### src/pkg/pcm_defs.svh
// Constants for the Port C low pin multiplexer: pin count, pin indices, reset values.
// Assumes inclusion by bare name from the package and the design files.
`ifndef PCM_DEFS_SVH
`define PCM_DEFS_SVH
`define PCM_NPINS 4
`define PCM_PB7 0
`define PCM_PC0 1
`define PCM_PC1 2
`define PCM_PC2 3
`define PCM_DIR_RST 4'hf
`define PCM_OUT_RST 4'h0
`define PCM_DRV_RST 2'h0
`define PCM_IRQ_RST 4'h0
`define PCM_FUNC_RST 2'h0
`endif

### src/pkg/pcm_pkg.sv
// Types for the Port C low pin multiplexer.
// Assumes pcm_defs.svh is on the include path.
`include "pcm_defs.svh"
package pcm_pkg;
  // Function selected for the Port C pins.
  typedef enum logic [1:0] {
    PCM_FN_GPIO = 2'h0,
    PCM_FN_SPI = 2'h1,
    PCM_FN_I2C = 2'h2,
    PCM_FN_UART = 2'h3
  } pcm_func_t;
  // Output drive style of a GPIO pin.
  typedef enum logic [1:0] {
    PCM_DRV_PUSH = 2'h0,
    PCM_DRV_OPEN_DRAIN = 2'h1,
    PCM_DRV_OPEN_SOURCE = 2'h2
  } pcm_drive_t;
endpackage

### src/rtl/pcm_pin_mux.sv
// Pin multiplexer for the last Port B pin and the first three Port C pins.
// Assumes pin inputs synchronous to MCLK; pads combine value and active-low enables.
`timescale 1ns/1ns
`include "pcm_defs.svh"
module pcm_pin_mux
  import pcm_pkg::*;
(
  input wire logic MCLK,
  input wire logic RESET,
  input wire logic [3:0] GPIO_DIR_IN,
  input wire logic [3:0] GPIO_OUT,
  input wire logic [7:0] GPIO_DRIVE,
  input wire logic [3:0] GPIO_IRQ_EN,
  input wire logic [1:0] PORT_C_FUNC,
  input wire logic SPI_IS_MASTER,
  input wire logic SPI_MASTER_IN_CH1_O,
  input wire logic SPI_MASTER_OUT_CH1_O,
  input wire logic SPI_SERIAL_CLOCK_CH1_O,
  input wire logic I2C_CLOCK_CH1_LOW,
  input wire logic I2C_DATA_CH1_LOW,
  input wire logic UART_TRANSMIT_CH1,
  input wire logic UART_RTS_ASSERT,
  input wire logic [3:0] PIN_I,
  output logic [3:0] PIN_O,
  output logic [3:0] PIN_OE_N,
  output logic [3:0] GPIO_IN,
  output logic [3:0] GPIO_IRQ,
  output logic SPI_MASTER_IN_CH1_I,
  output logic SPI_MASTER_OUT_CH1_I,
  output logic SPI_SERIAL_CLOCK_CH1_I,
  output logic I2C_CLOCK_CH1_I,
  output logic I2C_DATA_CH1_I,
  output logic UART_RECEIVE_CH1
);
  logic [3:0] g_o;
  logic [3:0] g_oe_n;
  logic [3:0] g_irq;
  logic [3:0] pin_o_nxt;
  logic [3:0] pin_oe_n_nxt;
  pcm_func_t func;

  assign func = pcm_func_t'(PORT_C_FUNC);

  genvar gi;
  generate
    for (gi = 0; gi < `PCM_NPINS; gi++)
    begin : g_pin
      pcm_gpio_pin u_pin (
        .clk(MCLK),
        .rst(RESET),
        .dir_in(GPIO_DIR_IN[gi]),
        .out_val(GPIO_OUT[gi]),
        .drive(GPIO_DRIVE[2*gi+1:2*gi]),
        .irq_en(GPIO_IRQ_EN[gi] && (gi == `PCM_PB7 || func == PCM_FN_GPIO)),
        .pin_i(PIN_I[gi]),
        .drv_o(g_o[gi]),
        .drv_oe_n(g_oe_n[gi]),
        .irq_o(g_irq[gi])
      );
    end
  endgenerate

  always_comb
  begin
    pin_o_nxt = g_o;
    pin_oe_n_nxt = g_oe_n;
    case (func)
      PCM_FN_SPI:
      begin
        pin_o_nxt[`PCM_PC0] = SPI_MASTER_IN_CH1_O;
        pin_oe_n_nxt[`PCM_PC0] = SPI_IS_MASTER;
        pin_o_nxt[`PCM_PC1] = SPI_MASTER_OUT_CH1_O;
        pin_oe_n_nxt[`PCM_PC1] = !SPI_IS_MASTER;
        pin_o_nxt[`PCM_PC2] = SPI_SERIAL_CLOCK_CH1_O;
        pin_oe_n_nxt[`PCM_PC2] = !SPI_IS_MASTER;
      end
      PCM_FN_I2C:
      begin
        pin_o_nxt[`PCM_PC0] = 1'b0;
        pin_oe_n_nxt[`PCM_PC0] = !I2C_CLOCK_CH1_LOW;
        pin_o_nxt[`PCM_PC1] = 1'b0;
        pin_oe_n_nxt[`PCM_PC1] = !I2C_DATA_CH1_LOW;
        pin_o_nxt[`PCM_PC2] = 1'b0;
        pin_oe_n_nxt[`PCM_PC2] = 1'b1;
      end
      PCM_FN_UART:
      begin
        pin_o_nxt[`PCM_PC0] = UART_TRANSMIT_CH1;
        pin_oe_n_nxt[`PCM_PC0] = 1'b0;
        pin_o_nxt[`PCM_PC1] = 1'b0;
        pin_oe_n_nxt[`PCM_PC1] = 1'b1;
        pin_o_nxt[`PCM_PC2] = !UART_RTS_ASSERT;
        pin_oe_n_nxt[`PCM_PC2] = 1'b0;
      end
      default:
      begin
        pin_o_nxt = g_o;
        pin_oe_n_nxt = g_oe_n;
      end
    endcase
  end

  // one driver per pin at a time.
  always_ff @(posedge MCLK)
  begin
    if (RESET)
    begin
      PIN_O <= 4'h0;
      PIN_OE_N <= 4'hf;
    end
    else
    begin
      PIN_O <= pin_o_nxt;
      PIN_OE_N <= pin_oe_n_nxt;
    end
  end

  always_ff @(posedge MCLK)
  begin
    if (RESET)
      GPIO_IRQ <= 4'h0;
    else
      GPIO_IRQ <= g_irq;
  end

  always_ff @(posedge MCLK)
  begin
    if (RESET)
    begin
      GPIO_IN <= 4'h0;
      SPI_MASTER_IN_CH1_I <= 1'b0;
      SPI_MASTER_OUT_CH1_I <= 1'b0;
      SPI_SERIAL_CLOCK_CH1_I <= 1'b0;
      I2C_CLOCK_CH1_I <= 1'b1;
      I2C_DATA_CH1_I <= 1'b1;
      UART_RECEIVE_CH1 <= 1'b1;
    end
    else
    begin
      GPIO_IN <= PIN_I;
      SPI_MASTER_IN_CH1_I <= PIN_I[`PCM_PC0];
      SPI_MASTER_OUT_CH1_I <= PIN_I[`PCM_PC1];
      SPI_SERIAL_CLOCK_CH1_I <= PIN_I[`PCM_PC2];
      I2C_CLOCK_CH1_I <= PIN_I[`PCM_PC0];
      I2C_DATA_CH1_I <= PIN_I[`PCM_PC1];
      UART_RECEIVE_CH1 <= PIN_I[`PCM_PC1];
    end
  end

  open_drain_a: assert property (@(posedge MCLK) disable iff (RESET)
    (GPIO_DIR_IN[0] == 1'b0 && GPIO_DRIVE[1:0] == 2'h1)
    |=> (PIN_OE_N[0] || !PIN_O[0]))
    else $error("open-drain pin drove high");
  open_source_a: assert property (@(posedge MCLK) disable iff (RESET)
    (func == PCM_FN_GPIO && GPIO_DIR_IN[3] == 1'b0 && GPIO_DRIVE[7:6] == 2'h2)
    |=> (PIN_OE_N[3] || PIN_O[3]))
    else $error("open-source pin drove low");
  miso_dir_a: assert property (@(posedge MCLK) disable iff (RESET)
    (func == PCM_FN_SPI && SPI_IS_MASTER) |=> PIN_OE_N[1])
    else $error("master-in driven while master");
  mosi_dir_a: assert property (@(posedge MCLK) disable iff (RESET)
    (func == PCM_FN_SPI && SPI_IS_MASTER) |=> !PIN_OE_N[2])
    else $error("master-out not driven while master");
  spi_slave_a: assert property (@(posedge MCLK) disable iff (RESET)
    (func == PCM_FN_SPI && !SPI_IS_MASTER) |=> (!PIN_OE_N[1] && PIN_OE_N[2] && PIN_OE_N[3]))
    else $error("SPI slave directions wrong");
  rts_level_a: assert property (@(posedge MCLK) disable iff (RESET)
    (func == PCM_FN_UART) |=> (PIN_O[3] == !$past(UART_RTS_ASSERT) && !PIN_OE_N[3]))
    else $error("request-to-send level wrong");
  uart_tx_a: assert property (@(posedge MCLK) disable iff (RESET)
    (func == PCM_FN_UART) |=> (PIN_O[1] == $past(UART_TRANSMIT_CH1) && PIN_OE_N[2]))
    else $error("UART pins wrong");
  i2c_clock_a: assert property (@(posedge MCLK) disable iff (RESET)
    (func == PCM_FN_I2C && I2C_CLOCK_CH1_LOW) |=> (!PIN_OE_N[1] && !PIN_O[1])
    ##1 (I2C_CLOCK_CH1_I == $past(PIN_I[1])))
    else $error("I2C clock wrong");
  pb_irq_a: assert property (@(posedge MCLK) disable iff (RESET)
    (GPIO_IRQ_EN[0] && GPIO_DIR_IN[0] && !$past(RESET) && $changed(PIN_I[0])) |=> GPIO_IRQ[0])
    else $error("interrupt request missed");
  pc_irq_a: assert property (@(posedge MCLK) disable iff (RESET)
    (func == PCM_FN_GPIO && GPIO_IRQ_EN[3] && GPIO_DIR_IN[3] && !$past(RESET)
    && $changed(PIN_I[3])) |=> GPIO_IRQ[3])
    else $error("Port C interrupt request missed");
  irq_serial_a: assert property (@(posedge MCLK) disable iff (RESET)
    (func != PCM_FN_GPIO) |=> (GPIO_IRQ[3:1] == 3'h0))
    else $error("interrupt request in serial function");
  gpio_dir_a: assert property (@(posedge MCLK) disable iff (RESET)
    GPIO_DIR_IN[0] |=> PIN_OE_N[0])
    else $error("input pin driven");

  spi_cov_c: cover property (@(posedge MCLK) func == PCM_FN_SPI && !SPI_IS_MASTER);
  i2c_cov_c: cover property (@(posedge MCLK) func == PCM_FN_I2C && I2C_DATA_CH1_LOW);
  uart_cov_c: cover property (@(posedge MCLK) func == PCM_FN_UART && UART_RTS_ASSERT);
  irq_cov_c: cover property (@(posedge MCLK) GPIO_IRQ[3]);
endmodule

### src/rtl/pcm_gpio_pin.sv
// One general-purpose pin: direction, drive style and level-change interrupt request.
// Assumes the pin input is synchronous to the clock.
`timescale 1ns/1ns
module pcm_gpio_pin
  import pcm_pkg::*;
(
  input wire logic clk,
  input wire logic rst,
  input wire logic dir_in,
  input wire logic out_val,
  input wire logic [1:0] drive,
  input wire logic irq_en,
  input wire logic pin_i,
  output logic drv_o,
  output logic drv_oe_n,
  output logic irq_o
);
  logic prev_r;

  always_comb
  begin
    drv_o = out_val;
    drv_oe_n = 1'b1;
    if (!dir_in)
    begin
      case (drive)
        2'h1: drv_oe_n = out_val;
        2'h2: drv_oe_n = !out_val;
        default: drv_oe_n = 1'b0;
      endcase
    end
  end

  always_ff @(posedge clk)
  begin
    if (rst)
      prev_r <= 1'b0;
    else
      prev_r <= pin_i;
  end

  assign irq_o = irq_en && dir_in && (prev_r != pin_i);
endmodule

### config.mk
export PLATFORM = sky130hd
export DESIGN_NAME = pcm_pin_mux
export DESIGN_NICKNAME = d
export VERILOG_FILES = /design/src/pkg/pcm_pkg.sv /design/src/rtl/pcm_pin_mux.sv /design/src/rtl/pcm_gpio_pin.sv
export VERILOG_INCLUDE_DIRS = /design/src /design/src/pkg
export SDC_FILE = /design/constraint.sdc
export NUM_CORES = 1
export LEC_CHECK = 0
export ABC_CLOCK_PERIOD_IN_PS = 1190
export BUFFER_PORTS_ARGS = -buffer_cell sky130_fd_sc_hd__buf_2
export CAP_MARGIN = 15
export CORE_ASPECT_RATIO = 1.75
export CORE_MARGIN = 4
export CORE_UTILIZATION = 38
export DETAILED_ROUTE_END_ITERATION = 7
export PLACE_DENSITY = 0.76
export SETUP_SLACK_MARGIN = 0.5
export SLEW_MARGIN = 20
export SYNTH_ARGS = -nofsm -noshare
export SYNTH_HDL_FRONTEND = slang
export SYNTH_HIERARCHICAL = 1
export SYNTH_SLANG_ARGS = --single-unit
### constraint.sdc
create_clock -name MCLK -period 1.19 [get_ports MCLK]
set_input_delay 0.119 -clock MCLK [delete_from_list [all_inputs] [get_ports MCLK]]
set_output_delay 0.119 -clock MCLK [all_outputs]
set_load 0.01 [all_outputs]
### Word level (Yosys, flattened, before mapping)

Cells that the tools add are included.

* bits in registers: 22
* input bits: 36
* word-level logic and storage cells: 56

* eq/ne operators: 15
* muxes and demuxes: 9
* reduce and logical (&&, ||, !) cells: 21

Operators by type and width (number)
* $pmux W3 S3: 2
* $eq A2 B2 Y1 const B: 6
* $logic_and A1 B1 Y1: 11
* $eq A2 B1 Y1 const B: 5
* $logic_not A1 Y1: 8
* $pmux W1 S2: 4
* $ne A1 B1 Y1: 4
* $mux W1: 3
* $logic_not A2 Y1: 1
* $reduce_or A2 Y1: 1

### Depth between registers and ports, before layout

Gate-level depths: netlist of run 1.

* word-level depth: 4
* gate-level depth with buffers: 5
* depth with buffers taken out: 4

### Hierarchy

The synthesis of run 1 kept the hierarchy.

Modules (own cells, without submodules)
* pcm_pin_mux: times used 1, cells an instance 63, area each 661.9 um^2, sequential area each 360.3 um^2
* pcm_gpio_pin: times used 4, cells an instance 8, area each 71.3 um^2, sequential area each 20.0 um^2

### Least setup slack after synthesis of run 1

Ideal clock, no wire load.

* path type: input -> register
* start point: input GPIO_OUT[3]
* end point: register PIN_OE_N[3]
* data arrival time: 1032 ps
* required time: 1076 ps
* setup slack: 45 ps
* stages on the path: 4
* buffers on the path: 0
* path through: and3b_1 > or3_1 > or3_1 > a21o_1

* cells in the longest elaborated chain, start to end: 4

Ends and longest elaborated chain
* from (decl): RTL line pcm_pin_mux.sv:11 `input wire logic [3:0] GPIO_OUT,`
* $logic_not A1 Y1: RTL line pcm_gpio_pin.sv:28 `2'h2: drv_oe_n = !out_val;`
* $pmux W1 S2 *: RTL line pcm_gpio_pin.sv:26 `case (drive)`
* $mux W1 *: RTL line pcm_gpio_pin.sv:24 `if (!dir_in)`
* via g_oe_n[3]: RTL line pcm_pin_mux.sv:36 `logic [3:0] g_oe_n;`
* $pmux W3 S3 *: RTL line pcm_pin_mux.sv:67 `case (func)`
* to (signal assigned): RTL line pcm_pin_mux.sv:114 `PIN_OE_N <= pin_oe_n_nxt;`
* to (decl): RTL line pcm_pin_mux.sv:25 `output logic [3:0] PIN_OE_N,`

The timed path passes the listed nets; every way through them passes the cells marked *.
A chain may end at the register's enable or synchronous reset.

### Worst setup path in the final report of run 1

Same ends and word-level chain as after synthesis.

==> metrics.txt, run 1 <==
remaining antenna violation count 0; most frequent cells in the layout buf_2 (40), buf_6 (17), dfxtp_1 (12), dfxtp_2 (10), nor2b_1 (8); Final Cycle Share between 80% and 90%; DR vias around 820; Power Dens Cells between 1000 and 1500 nW/um^2; Die ar. between 3000 and 4000 um^2; critical path class in -> reg; vias per cell ~4.7; row cnt 23; Max-Cap Viols 0; Sink Count 22; final net count approximately 190; core area between 2000 and 2500 um^2; Pleak between 0.7 and 0.8 nW; post-synthesis cell type count 24; Pre-antenna DRT Iters 4; Die H approximately 74 um; first-pass GRT wire length between 3000 and 4000 um; TritonCTS Buffers 3; H-tree levels 1; leading cell type in the layout, fill and taps excluded buf_2; detailed router's first-iteration violation count 9; clock skew a little under 0.0009 ns; post-route cell area 1400 um^2; largest net degree at the start of global routing 24; Max FO, Critical Path 2; chip width ~46 um; footprint of the multi-input gates roughly 430 um^2; drt total wl 2214 um; Placement Setup Slack -0.1079 ns; CTS Root Cell clkbuf_8; worst path required time 1.35 ns; Placed Area roughly 1200 um^2; FF+latch area around 450 um^2; IO Pins between 50 and 60; worst setup margin between 0.15 and 0.2 ns; Port Buf Inserts 57; vias in the first global route ~860; synth warn 6; Design Power between 0.0015 and 0.002 W; # setup viols final 0; Clock Path Buffers 2; syn avg cell area around 10 um^2; Layout area overhead 47.82%; crit path DAT approximately 1.2 ns; GRT Residual Overflow 0; post-synthesis net count 131; Crit. End Element register; Hold Path Class in -> reg; final hold vios 0; nature of the critical path startpoint primary input; Worst Tran Pin Value 0.3883 ns; layout cells sized above 1 54.73%; Seq/Total Area, Yosys 46.50%; CTS tree yes; placer congestion estimate about 0.71; Initial Utilization between 40% and 50%; fmax 0.9660 GHz; Worst-Skew Late Latency 0.26 ns; all-layer global routing usage ~14%; outcome complete, no violations; Synth Cell Area between 900 and 1000 um^2; Post-DP HPWL approximately 1700 um; hold slack 0.09548 ns; max-slew violation count 0; drt drc 0; Mapped Cells 95; Fillers between 200 and 250; non-filler cells, final 173; Peak VDD IR 0.8519 mV; placed cell count between 150 and 200; Yosys reg bits 22; Reg clk slew, reported paths around 0.08 ns; Wirelength per Cell 12.80 um; RSZ-0062 raised after global routing yes; Tmin final around 1.0 ns; initial antenna violation count 0; relative slew slack between 70% and 80%; number of diodes 0
[cell usage after synthesis, drive strengths merged]
cell | count | share of area [%]
a31oi | 1 | 0.66
nor2b | 8 | 5.3
a21o | 1 | 0.79
and3 | 4 | 2.6
nand2 | 1 | 0.40
a21oi | 5 | 2.6
and3b | 4 | 3.7
and2 | 3 | 2.0
dfxtp | 22 | 46
buf | 11 | 9.1
o21ai | 3 | 1.6
nor4bb | 1 | 1.1
nor3 | 1 | 0.53
a211oi | 2 | 2.1
or3 | 5 | 3.3
nor3b | 4 | 3.2
nor2 | 2 | 0.79
inv | 1 | 0.40
xor2 | 4 | 3.7
mux2i | 2 | 2.1
and2b | 7 | 5.5
or2 | 3 | 2.0
[logic make-up (layout without fill, tap and decap cells)]
| group | Yosys count | count (layout) | synth area share, % |
|---|---|---|---|
| AOI/OAI and AO/OA | 12 | 12 | 7.794 |
| xor gates and xnor gates | 4 | 4 | 3.698 |
| buffers and inverters | 12 | 65 | 9.511 |
| DFF | 22 | 22 | 46.50 |
| muxes | 2 | 2 | 2.114 |
| and+or+nand+nor | 43 | 43 | 30.38 |
[metal layers]
layer | vias up | wire length (um) | track usage, % | share of wire [%]
met1 | 370 | 763 | 15.12 | 34
met5 | - | 0 | 0 | 0
li1 | 417 | - | - | -
met3 | 2 | 167 | 3.390 | 7.5
met2 | 30 | 1256 | 25.35 | 57
met4 | 0 | 26 | 6.646 | 1.2
[final cells by class]
cell class              instances  area share [%]
multi-input cells              61           30.47
inverters                       1          0.2681
well taps                      25           2.234
flip-flops and latches         22           32.35
clock inverters                 1           2.145
clock buffers                   3           2.949
repair buffers                 60           29.58
[power by group]
| part | total (W) | switching (W) | internal (W) |
|---|---|---|---|
| Combinational | 0.000270 | 0.000113 | 0.000158 |
| Clock | 0.000675 | 0.000227 | 0.000449 |
| Sequential | 0.000792 | 0.0000161 | 0.000776 |
[metrics by stage]
step	util, %	setup TNS [ns]
4_1_cts	58.24	0
5_1_grt	60.06	0
2_1_floorplan	-	0
6_report	60.06	0
3_3_place_gp	51.42	-0.07578
3_5_place_dp	51.42	-0.1079
[timing repair]
action                     4_1_cts  5_1_grt
setup endpoints to repair       30       30
buffers inserted                 0        1
gates cloned                     0        0
pin swaps                        7        5
gates resized for setup         18       11
hold buffers                     0        0
[state kept, by name, summed over array words and instances (netlist names)]
name	flops
GPIO_IN	4
GPIO_IRQ	4
I2C_CLOCK_CH1_I	1
PIN_O	4
PIN_OE_N	4
UART_RECEIVE_CH1	1
g_pin.u_pin/prev_r	4
[path summary, 6_finish.rpt]
check                                                      start                          to  slack (ns)  depth (start not counted)
worst min register to register  g_pin[2].u_pin/prev_r$_SDFF_PP0_      GPIO_IRQ[2]$_SDFF_PP0_        0.65                          3
worst min-delay path                                    PIN_I[1]  I2C_CLOCK_CH1_I$_SDFF_PP1_         0.1                          2
worst max-delay path                                 GPIO_OUT[3]      PIN_OE_N[3]$_SDFF_PP1_        0.15                          5
worst max register to register  g_pin[3].u_pin/prev_r$_SDFF_PP0_      GPIO_IRQ[3]$_SDFF_PP0_        0.37                          3
[critical path: stages]
cell     delay [ns]
buf_2          0.10
and3b_1        0.16
or3_1          0.33
or3_1          0.31
a21o_1         0.16
Power figures use the tool's default switching activity.
==> inputs of run 2 (changes only) <==
--- a/config.mk
+++ b/config.mk
@@ -14,7 +14,6 @@
 export CORE_UTILIZATION = 38
 export DETAILED_ROUTE_END_ITERATION = 7
 export PLACE_DENSITY = 0.76
-export SETUP_SLACK_MARGIN = 0.5
 export SLEW_MARGIN = 20
 export SYNTH_ARGS = -nofsm -noshare
 export SYNTH_HDL_FRONTEND = slang
==> run 2 against run 1 <==
Critical path depth unchanged. Setup slack improved by 0.016 ns. Sequential share of layout area increased by 2.5 points. Sequential power decreased by 1%. Final cell count decreased by 0.58%. Worst hold slack improved by 0.0011 ns. Die area unchanged. Fmax increased by 1.6%. Via count decreased by 2.8%. Clock power increased by 0.9%. Non-clock buffer count decreased by 1. Highest routed layer unchanged.
==> metrics.txt, run 2 (synthesis gave the netlist of run 1 again) <==
outcome complete, no violations; row cnt 23 (unchanged); final hold vios 0 (unchanged); leading cell type in the layout, fill and taps excluded buf_2; fmax 0.9811 GHz (+1.6%); drt drc 0 (unchanged); TritonCTS Buffers 3 (unchanged); Power Dens Cells 1340 nW/um^2 (+8.0%); IO Pins 58 (unchanged); FF+latch area 440.4 um^2 (-2.8%); Port Buf Inserts 57 (unchanged); vias per cell 4.628 (-2.2%); CTS tree yes; remaining antenna violation count 0 (unchanged); worst reg2reg path depth 3 (unchanged); P_int 0.001344 W (-2.8%); setup TNS 0 ns (unchanged); Tmin final 1.019 ns (-0.01586 ns); Worst-Skew Late Latency 0.25 ns (about the same); number of diodes 0 (unchanged); final net count 184 (-0.54%); Peak VDD IR 0.8078 mV (-5.2%); Initial Utilization 40.63% (unchanged); initial antenna violation count 0 (unchanged); Sink Count 22 (unchanged); hold_sp PIN_I[2]; critical path class in -> reg; hold-critical path endpoint UART_RECEIVE_CH1$_SDFF_PP1_; slowest stage delay, CP 0.32 ns (about the same); RR Endpoint GPIO_IRQ[1]$_SDFF_PP0_; Worst Tran Pin Value 0.3728 ns (-0.01547 ns); cell family with most CP delay simple AND/OR/NAND/NOR gates; crit path DAT 1.17 ns (-0.02 ns); vias in the first global route 840 (-2.0%); Pre-antenna DRT Iters 2 (-2); R2R Setup Slk 0.33 ns (-0.04 ns); worst reg2reg startpoint g_pin[1].u_pin/prev_r$_SDFF_PP0_; relative slew slack 75.14% (+1.0 points); H-tree levels 1 (unchanged); CTS Root Cell clkbuf_8; # Post-CTS Setup Buffers 0 (unchanged); sequential share of power 46.2% (+0.6 points); Hold Path Class in -> reg; Post-DP HPWL 1768 um (+1.4%); worst path required time 1.35 ns (about the same); most frequent cells in the layout buf_2 (57), dfxtp_1 (22), nor2b_1 (8), and2b_1 (7); most used cell, CP or3_1; nature of the critical path startpoint primary input; Pleak 0.6686 nW (-5.3%); Max-Cap Viols 0 (unchanged); clock power share 40.2% (+1.4 points); DR vias 796 (-2.8%); Max FO, Critical Path 2 (unchanged); Hold Buf Count CTS 0 (unchanged); Switch Pwr 0.0003494 W (-1.6%); Fillers 234 (+10%); all-layer global routing usage 13.12% (-1.1 points); Critical Path Slowest Stage Cell or3_1; detailed router's first-iteration violation count 5 (-4); Design Power 0.001694 W (-2.5%); drt total wl 2113 um (-4.6%); Clock Path Buffers 2 (unchanged); # setup viols final 0 (unchanged); layout cells sized above 1 46.26% (-8.5 points); Wirelength per Cell 12.28 um (-4.0%); Hold Crit Depth 2 (unchanged); Resize count post-CTS 0 (-18); clock skew 0.0007791 ns (-0.00008785 ns); Crit. End Element register; GRT Residual Overflow 0 (unchanged); Final Cycle Share 85.65% (-1.3 points); largest net degree at the start of global routing 24 (unchanged); placer congestion estimate 0.7491 (+5.6%); Die ar. 3387 um^2 (unchanged); chip width 45.74 um (unchanged); first-pass GRT wire length 3374 um (-6.1%); Sw Share 20.63% (+0.19 points); crit-path cells buf_2 > and3b_1 > or3_1 > or3_1 > a21o_1; max-slew violation count 0 (unchanged); Layout area overhead 33.42%; CP bufs+invs 1 (unchanged); Die H 74.05 um (unchanged); core area 2331 um^2 (unchanged); RSZ-0062 raised after global routing no; Comb power frac 13.6% (-2.0 points); Reg clk slew, reported paths 0.08 ns (about the same); footprint of the multi-input gates 416.7 um^2 (-2.3%)
run 2: power by group through the flow:
stage | Sequential, W | Clock (W) | Combinational (W)
2_1_floorplan | 0.000818 | 0 | 0.000115
3_3_place_gp | 0.000800 | 0 | 0.000226
3_5_place_dp | 0.000802 | 0 | 0.000233
4_1_cts | 0.000784 | 0.000700 | 0.000234
5_1_grt | 0.000788 | 0.000733 | 0.000257
6_report | 0.000783 | 0.000681 | 0.000230
run 2: area by class of cell:
| cell class | count | area share [%] |
|---|---|---|
| clock inverters | 1 | 2.376 |
| multi-input cells | 61 | 32.97 |
| repair buffers | 59 | 23.76 |
| inverters | 1 | 0.2970 |
| well taps | 25 | 2.475 |
| clock buffers | 3 | 3.267 |
| flip-flops and latches | 22 | 34.85 |
run 2: per-stage QoR:
stage               instance area (um^2)  util [%]  worst slack (ns)  hold slack, ns  std cells
finish                              1264     54.21            0.1707         0.09658        172
global route                        1264     54.21            0.1399         0.09266        172
global placement                    1192     51.15          -0.07308          0.3548        168
CTS                                 1264     54.21            0.1753         0.09366        172
floorplan                          947.2         -           0.04454          0.1906         95
detailed placement                  1192     51.15           -0.1036          0.3624        168
run 2: worst max-delay path by stage:
stage                      from                endpoint  slack [ns]  cells after the start
finish              GPIO_OUT[3]  PIN_OE_N[3]$_SDFF_PP1_        0.17                      5
global route        GPIO_OUT[3]  PIN_OE_N[3]$_SDFF_PP1_        0.14                      5
CTS                 GPIO_OUT[3]  PIN_OE_N[3]$_SDFF_PP1_        0.18                      5
detailed placement  GPIO_OUT[3]  PIN_OE_N[3]$_SDFF_PP1_       -0.10                      5
global placement    GPIO_OUT[3]  PIN_OE_N[3]$_SDFF_PP1_       -0.07                      5
floorplan           GPIO_OUT[3]  PIN_OE_N[3]$_SDFF_PP1_        0.04                      4
run 2: per-layer routing:
metal	track usage, %	up-vias	share of wire, %
met5	0	-	0
met4	4.747	0	0.90
met3	2.421	2	8.0
met2	25.66	28	56
met1	12.80	351	35
li1	-	415	-
run 2: worst reg2reg max path: stages, from the launching register on:
cell	delay, ns
dfxtp_1	0.31
xor2_1	0.13
and3_1	0.17
and2b_1	0.15
==> inputs of run 3 (changes only) <==
--- a/config.mk
+++ b/config.mk
@@ -9,11 +9,13 @@
 export ABC_CLOCK_PERIOD_IN_PS = 1190
 export BUFFER_PORTS_ARGS = -buffer_cell sky130_fd_sc_hd__buf_2
 export CAP_MARGIN = 15
+export CELL_PAD_IN_SITES_DETAIL_PLACEMENT = 0
+export CELL_PAD_IN_SITES_GLOBAL_PLACEMENT = 1
 export CORE_ASPECT_RATIO = 1.75
 export CORE_MARGIN = 4
-export CORE_UTILIZATION = 38
+export CORE_UTILIZATION = 27
 export DETAILED_ROUTE_END_ITERATION = 7
-export PLACE_DENSITY = 0.76
+export PLACE_DENSITY = 0.86
 export SLEW_MARGIN = 20
 export SYNTH_ARGS = -nofsm -noshare
 export SYNTH_HDL_FRONTEND = slang
==> run 3 against run 2 <==
Register-to-register slack hardly changed. First-iteration DRC count rose by 20%. Largest power group unchanged. Via count increased by 2.5%. Setup slack worse by 0.0015 ns. Highest routed layer unchanged. Critical path depth unchanged.
==> metrics.txt, run 3 (synthesis gave the netlist of run 1 again) <==
placed cell count 187 (+11%); CP bufs+invs 1 (unchanged); slowest stage delay, CP 0.33 ns (about the same); Pre-antenna DRT Iters 4 (+2); row cnt 28 (+22%); Power Dens Cells 1324 nW/um^2 (-1.2%); # setup viols final 0 (unchanged); cell family with most CP delay simple AND/OR/NAND/NOR gates; Worst-Skew Late Latency 0.26 ns (about the same); core area 3398 um^2 (+46%); leading cell type in the layout, fill and taps excluded buf_2; drt drc 0 (unchanged); critical path class in -> reg; drt total wl 2167 um (+2.6%); clock skew 0.003249 ns (+0.002470 ns); final net count 183 (-0.54%); setup TNS 0 ns (unchanged); Initial Utilization 27.87% (-13 points); # Post-CTS Setup Buffers 0 (unchanged); Hold Buf Count CTS 0 (unchanged); vias per cell 4.272 (-7.7%); remaining antenna violation count 0 (unchanged); relative slew slack 76.19% (+1.0 points); detailed router's first-iteration violation count 6 (+1); max-slew violation count 0 (unchanged); most frequent cells in the layout buf_2 (57), dfxtp_1 (22), nor2b_1 (8), and2b_1 (7); crit-path cells buf_2 > and3b_1 > or3_1 > or3_1 > a21o_1; Peak VDD IR 0.6874 mV (-15%); Layout area overhead 35.27%; Max FO, Critical Path 2 (unchanged); Crit. End Element register; RSZ-0062 raised after global routing no; CTS Root Cell clkbuf_8; layout cells sized above 1 45.89% (-0.37 points); Max-Cap Viols 0 (unchanged); Clock Path Buffers 2 (unchanged); Reg clk slew, reported paths 0.08 ns (about the same); Critical Path Slowest Stage Cell or3_1; Die ar. 4557 um^2 (+35%); number of diodes 0 (unchanged); Post-DP HPWL 1812 um (+2.5%); largest net degree at the start of global routing 24 (unchanged); worst path required time 1.35 ns (about the same); Wirelength per Cell 11.35 um (-7.6%); most used cell, CP or3_1; Hold Path Class in -> reg; Pleak 0.6638 nW (-0.72%); Sink Count 22 (unchanged); TritonCTS Buffers 3 (unchanged); chip width 52.77 um (+15%); CTS tree yes; crit path DAT 1.18 ns (about the same); first-pass GRT wire length 3401 um (+0.80%); Worst Tran Pin Value 0.3572 ns (-0.01569 ns); outcome complete, no violations; H-tree levels 1 (unchanged); vias in the first global route 770 (-8.3%); GRT Residual Overflow 0 (unchanged); nature of the critical path startpoint primary input; fmax 0.9797 GHz (-0.14%); placer congestion estimate 0.7113 (-5.0%); final hold vios 0 (unchanged); non-filler cells, final 191 (+11%); Placed Area 1210 um^2 (+1.5%); Final Cycle Share 85.78% (+0.12 points); IO Pins 58 (unchanged); Fillers 363 (+55%); Port Buf Inserts 57 (unchanged); post-route cell area 1281 um^2 (+1.4%); Die H 86.35 um (+17%); Tmin final 1.021 ns (+0.001465 ns); all-layer global routing usage 9.863% (-3.3 points); DR vias 816 (+2.5%); Resize count post-CTS 0 (unchanged); initial antenna violation count 0 (unchanged)
==> run 3: cell types whose count changed in the layout (fill, tap and decap cells not counted) <==
cell and delta:
buf_4 -1
==> run 3: per-stage QoR <==
step | hold slack, ns | util [%] | total power [W] | setup WS (ns)
after global placement | 0.3558 | 35.60 | 0.001027 | -0.07756
after global routing | 0.1019 | 37.70 | 0.001780 | 0.1332
after detailed placement | 0.3639 | 35.60 | 0.001034 | -0.1132
after floorplan | 0.1906 | - | 0.0009336 | 0.04454
after CTS | 0.08611 | 37.70 | 0.001734 | 0.1714
final | 0.09618 | 37.70 | 0.001696 | 0.1692
==> run 3: layout make-up <==
type | instances | area (um^2) | area share (%)
clock inverter | 1 | 30.03 | 2.344
inverter | 1 | 3.754 | 0.2930
timing repair buffer | 58 | 292.8 | 22.85
multi-input combinational | 61 | 416.7 | 32.52
tap | 45 | 56.30 | 4.395
sequential | 22 | 440.4 | 34.37
clock buffer | 3 | 41.29 | 3.223
==> run 3: metal layers <==
| metal | part of all wire, % | routed length [um] | up-vias | global-route usage, % |
|---|---|---|---|---|
| met5 | 0 | 0 | - | 0 |
| met4 | 0.88 | 19 | 0 | 5.581 |
| met3 | 6.7 | 145 | 2 | 1.893 |
| met2 | 55 | 1202 | 27 | 17.42 |
| met1 | 37 | 799 | 374 | 10.46 |
| li1 | - | - | 413 | - |
==> run 3: worst paths after layout <==
kind,end,start,cells after the start,slack (ns)
hold / removal,I2C_CLOCK_CH1_I$_SDFF_PP1_,PIN_I[1],2,0.1
setup / recovery,PIN_OE_N[3]$_SDFF_PP1_,GPIO_OUT[3],5,0.17
hold reg to reg,GPIO_IRQ[0]$_SDFF_PP0_,g_pin[0].u_pin/prev_r$_SDFF_PP0_,3,0.71
setup reg to reg,GPIO_IRQ[3]$_SDFF_PP0_,g_pin[3].u_pin/prev_r$_SDFF_PP0_,3,0.33
==> run 3: where the power goes <==
| part | leakage, nW | switching [W] | internal (W) |
|---|---|---|---|
| combinational | 0.446 | 0.000107 | 0.000121 |
| clock | 0.0357 | 0.000236 | 0.000449 |
| sequential | 0.182 | 0.0000107 | 0.000773 |
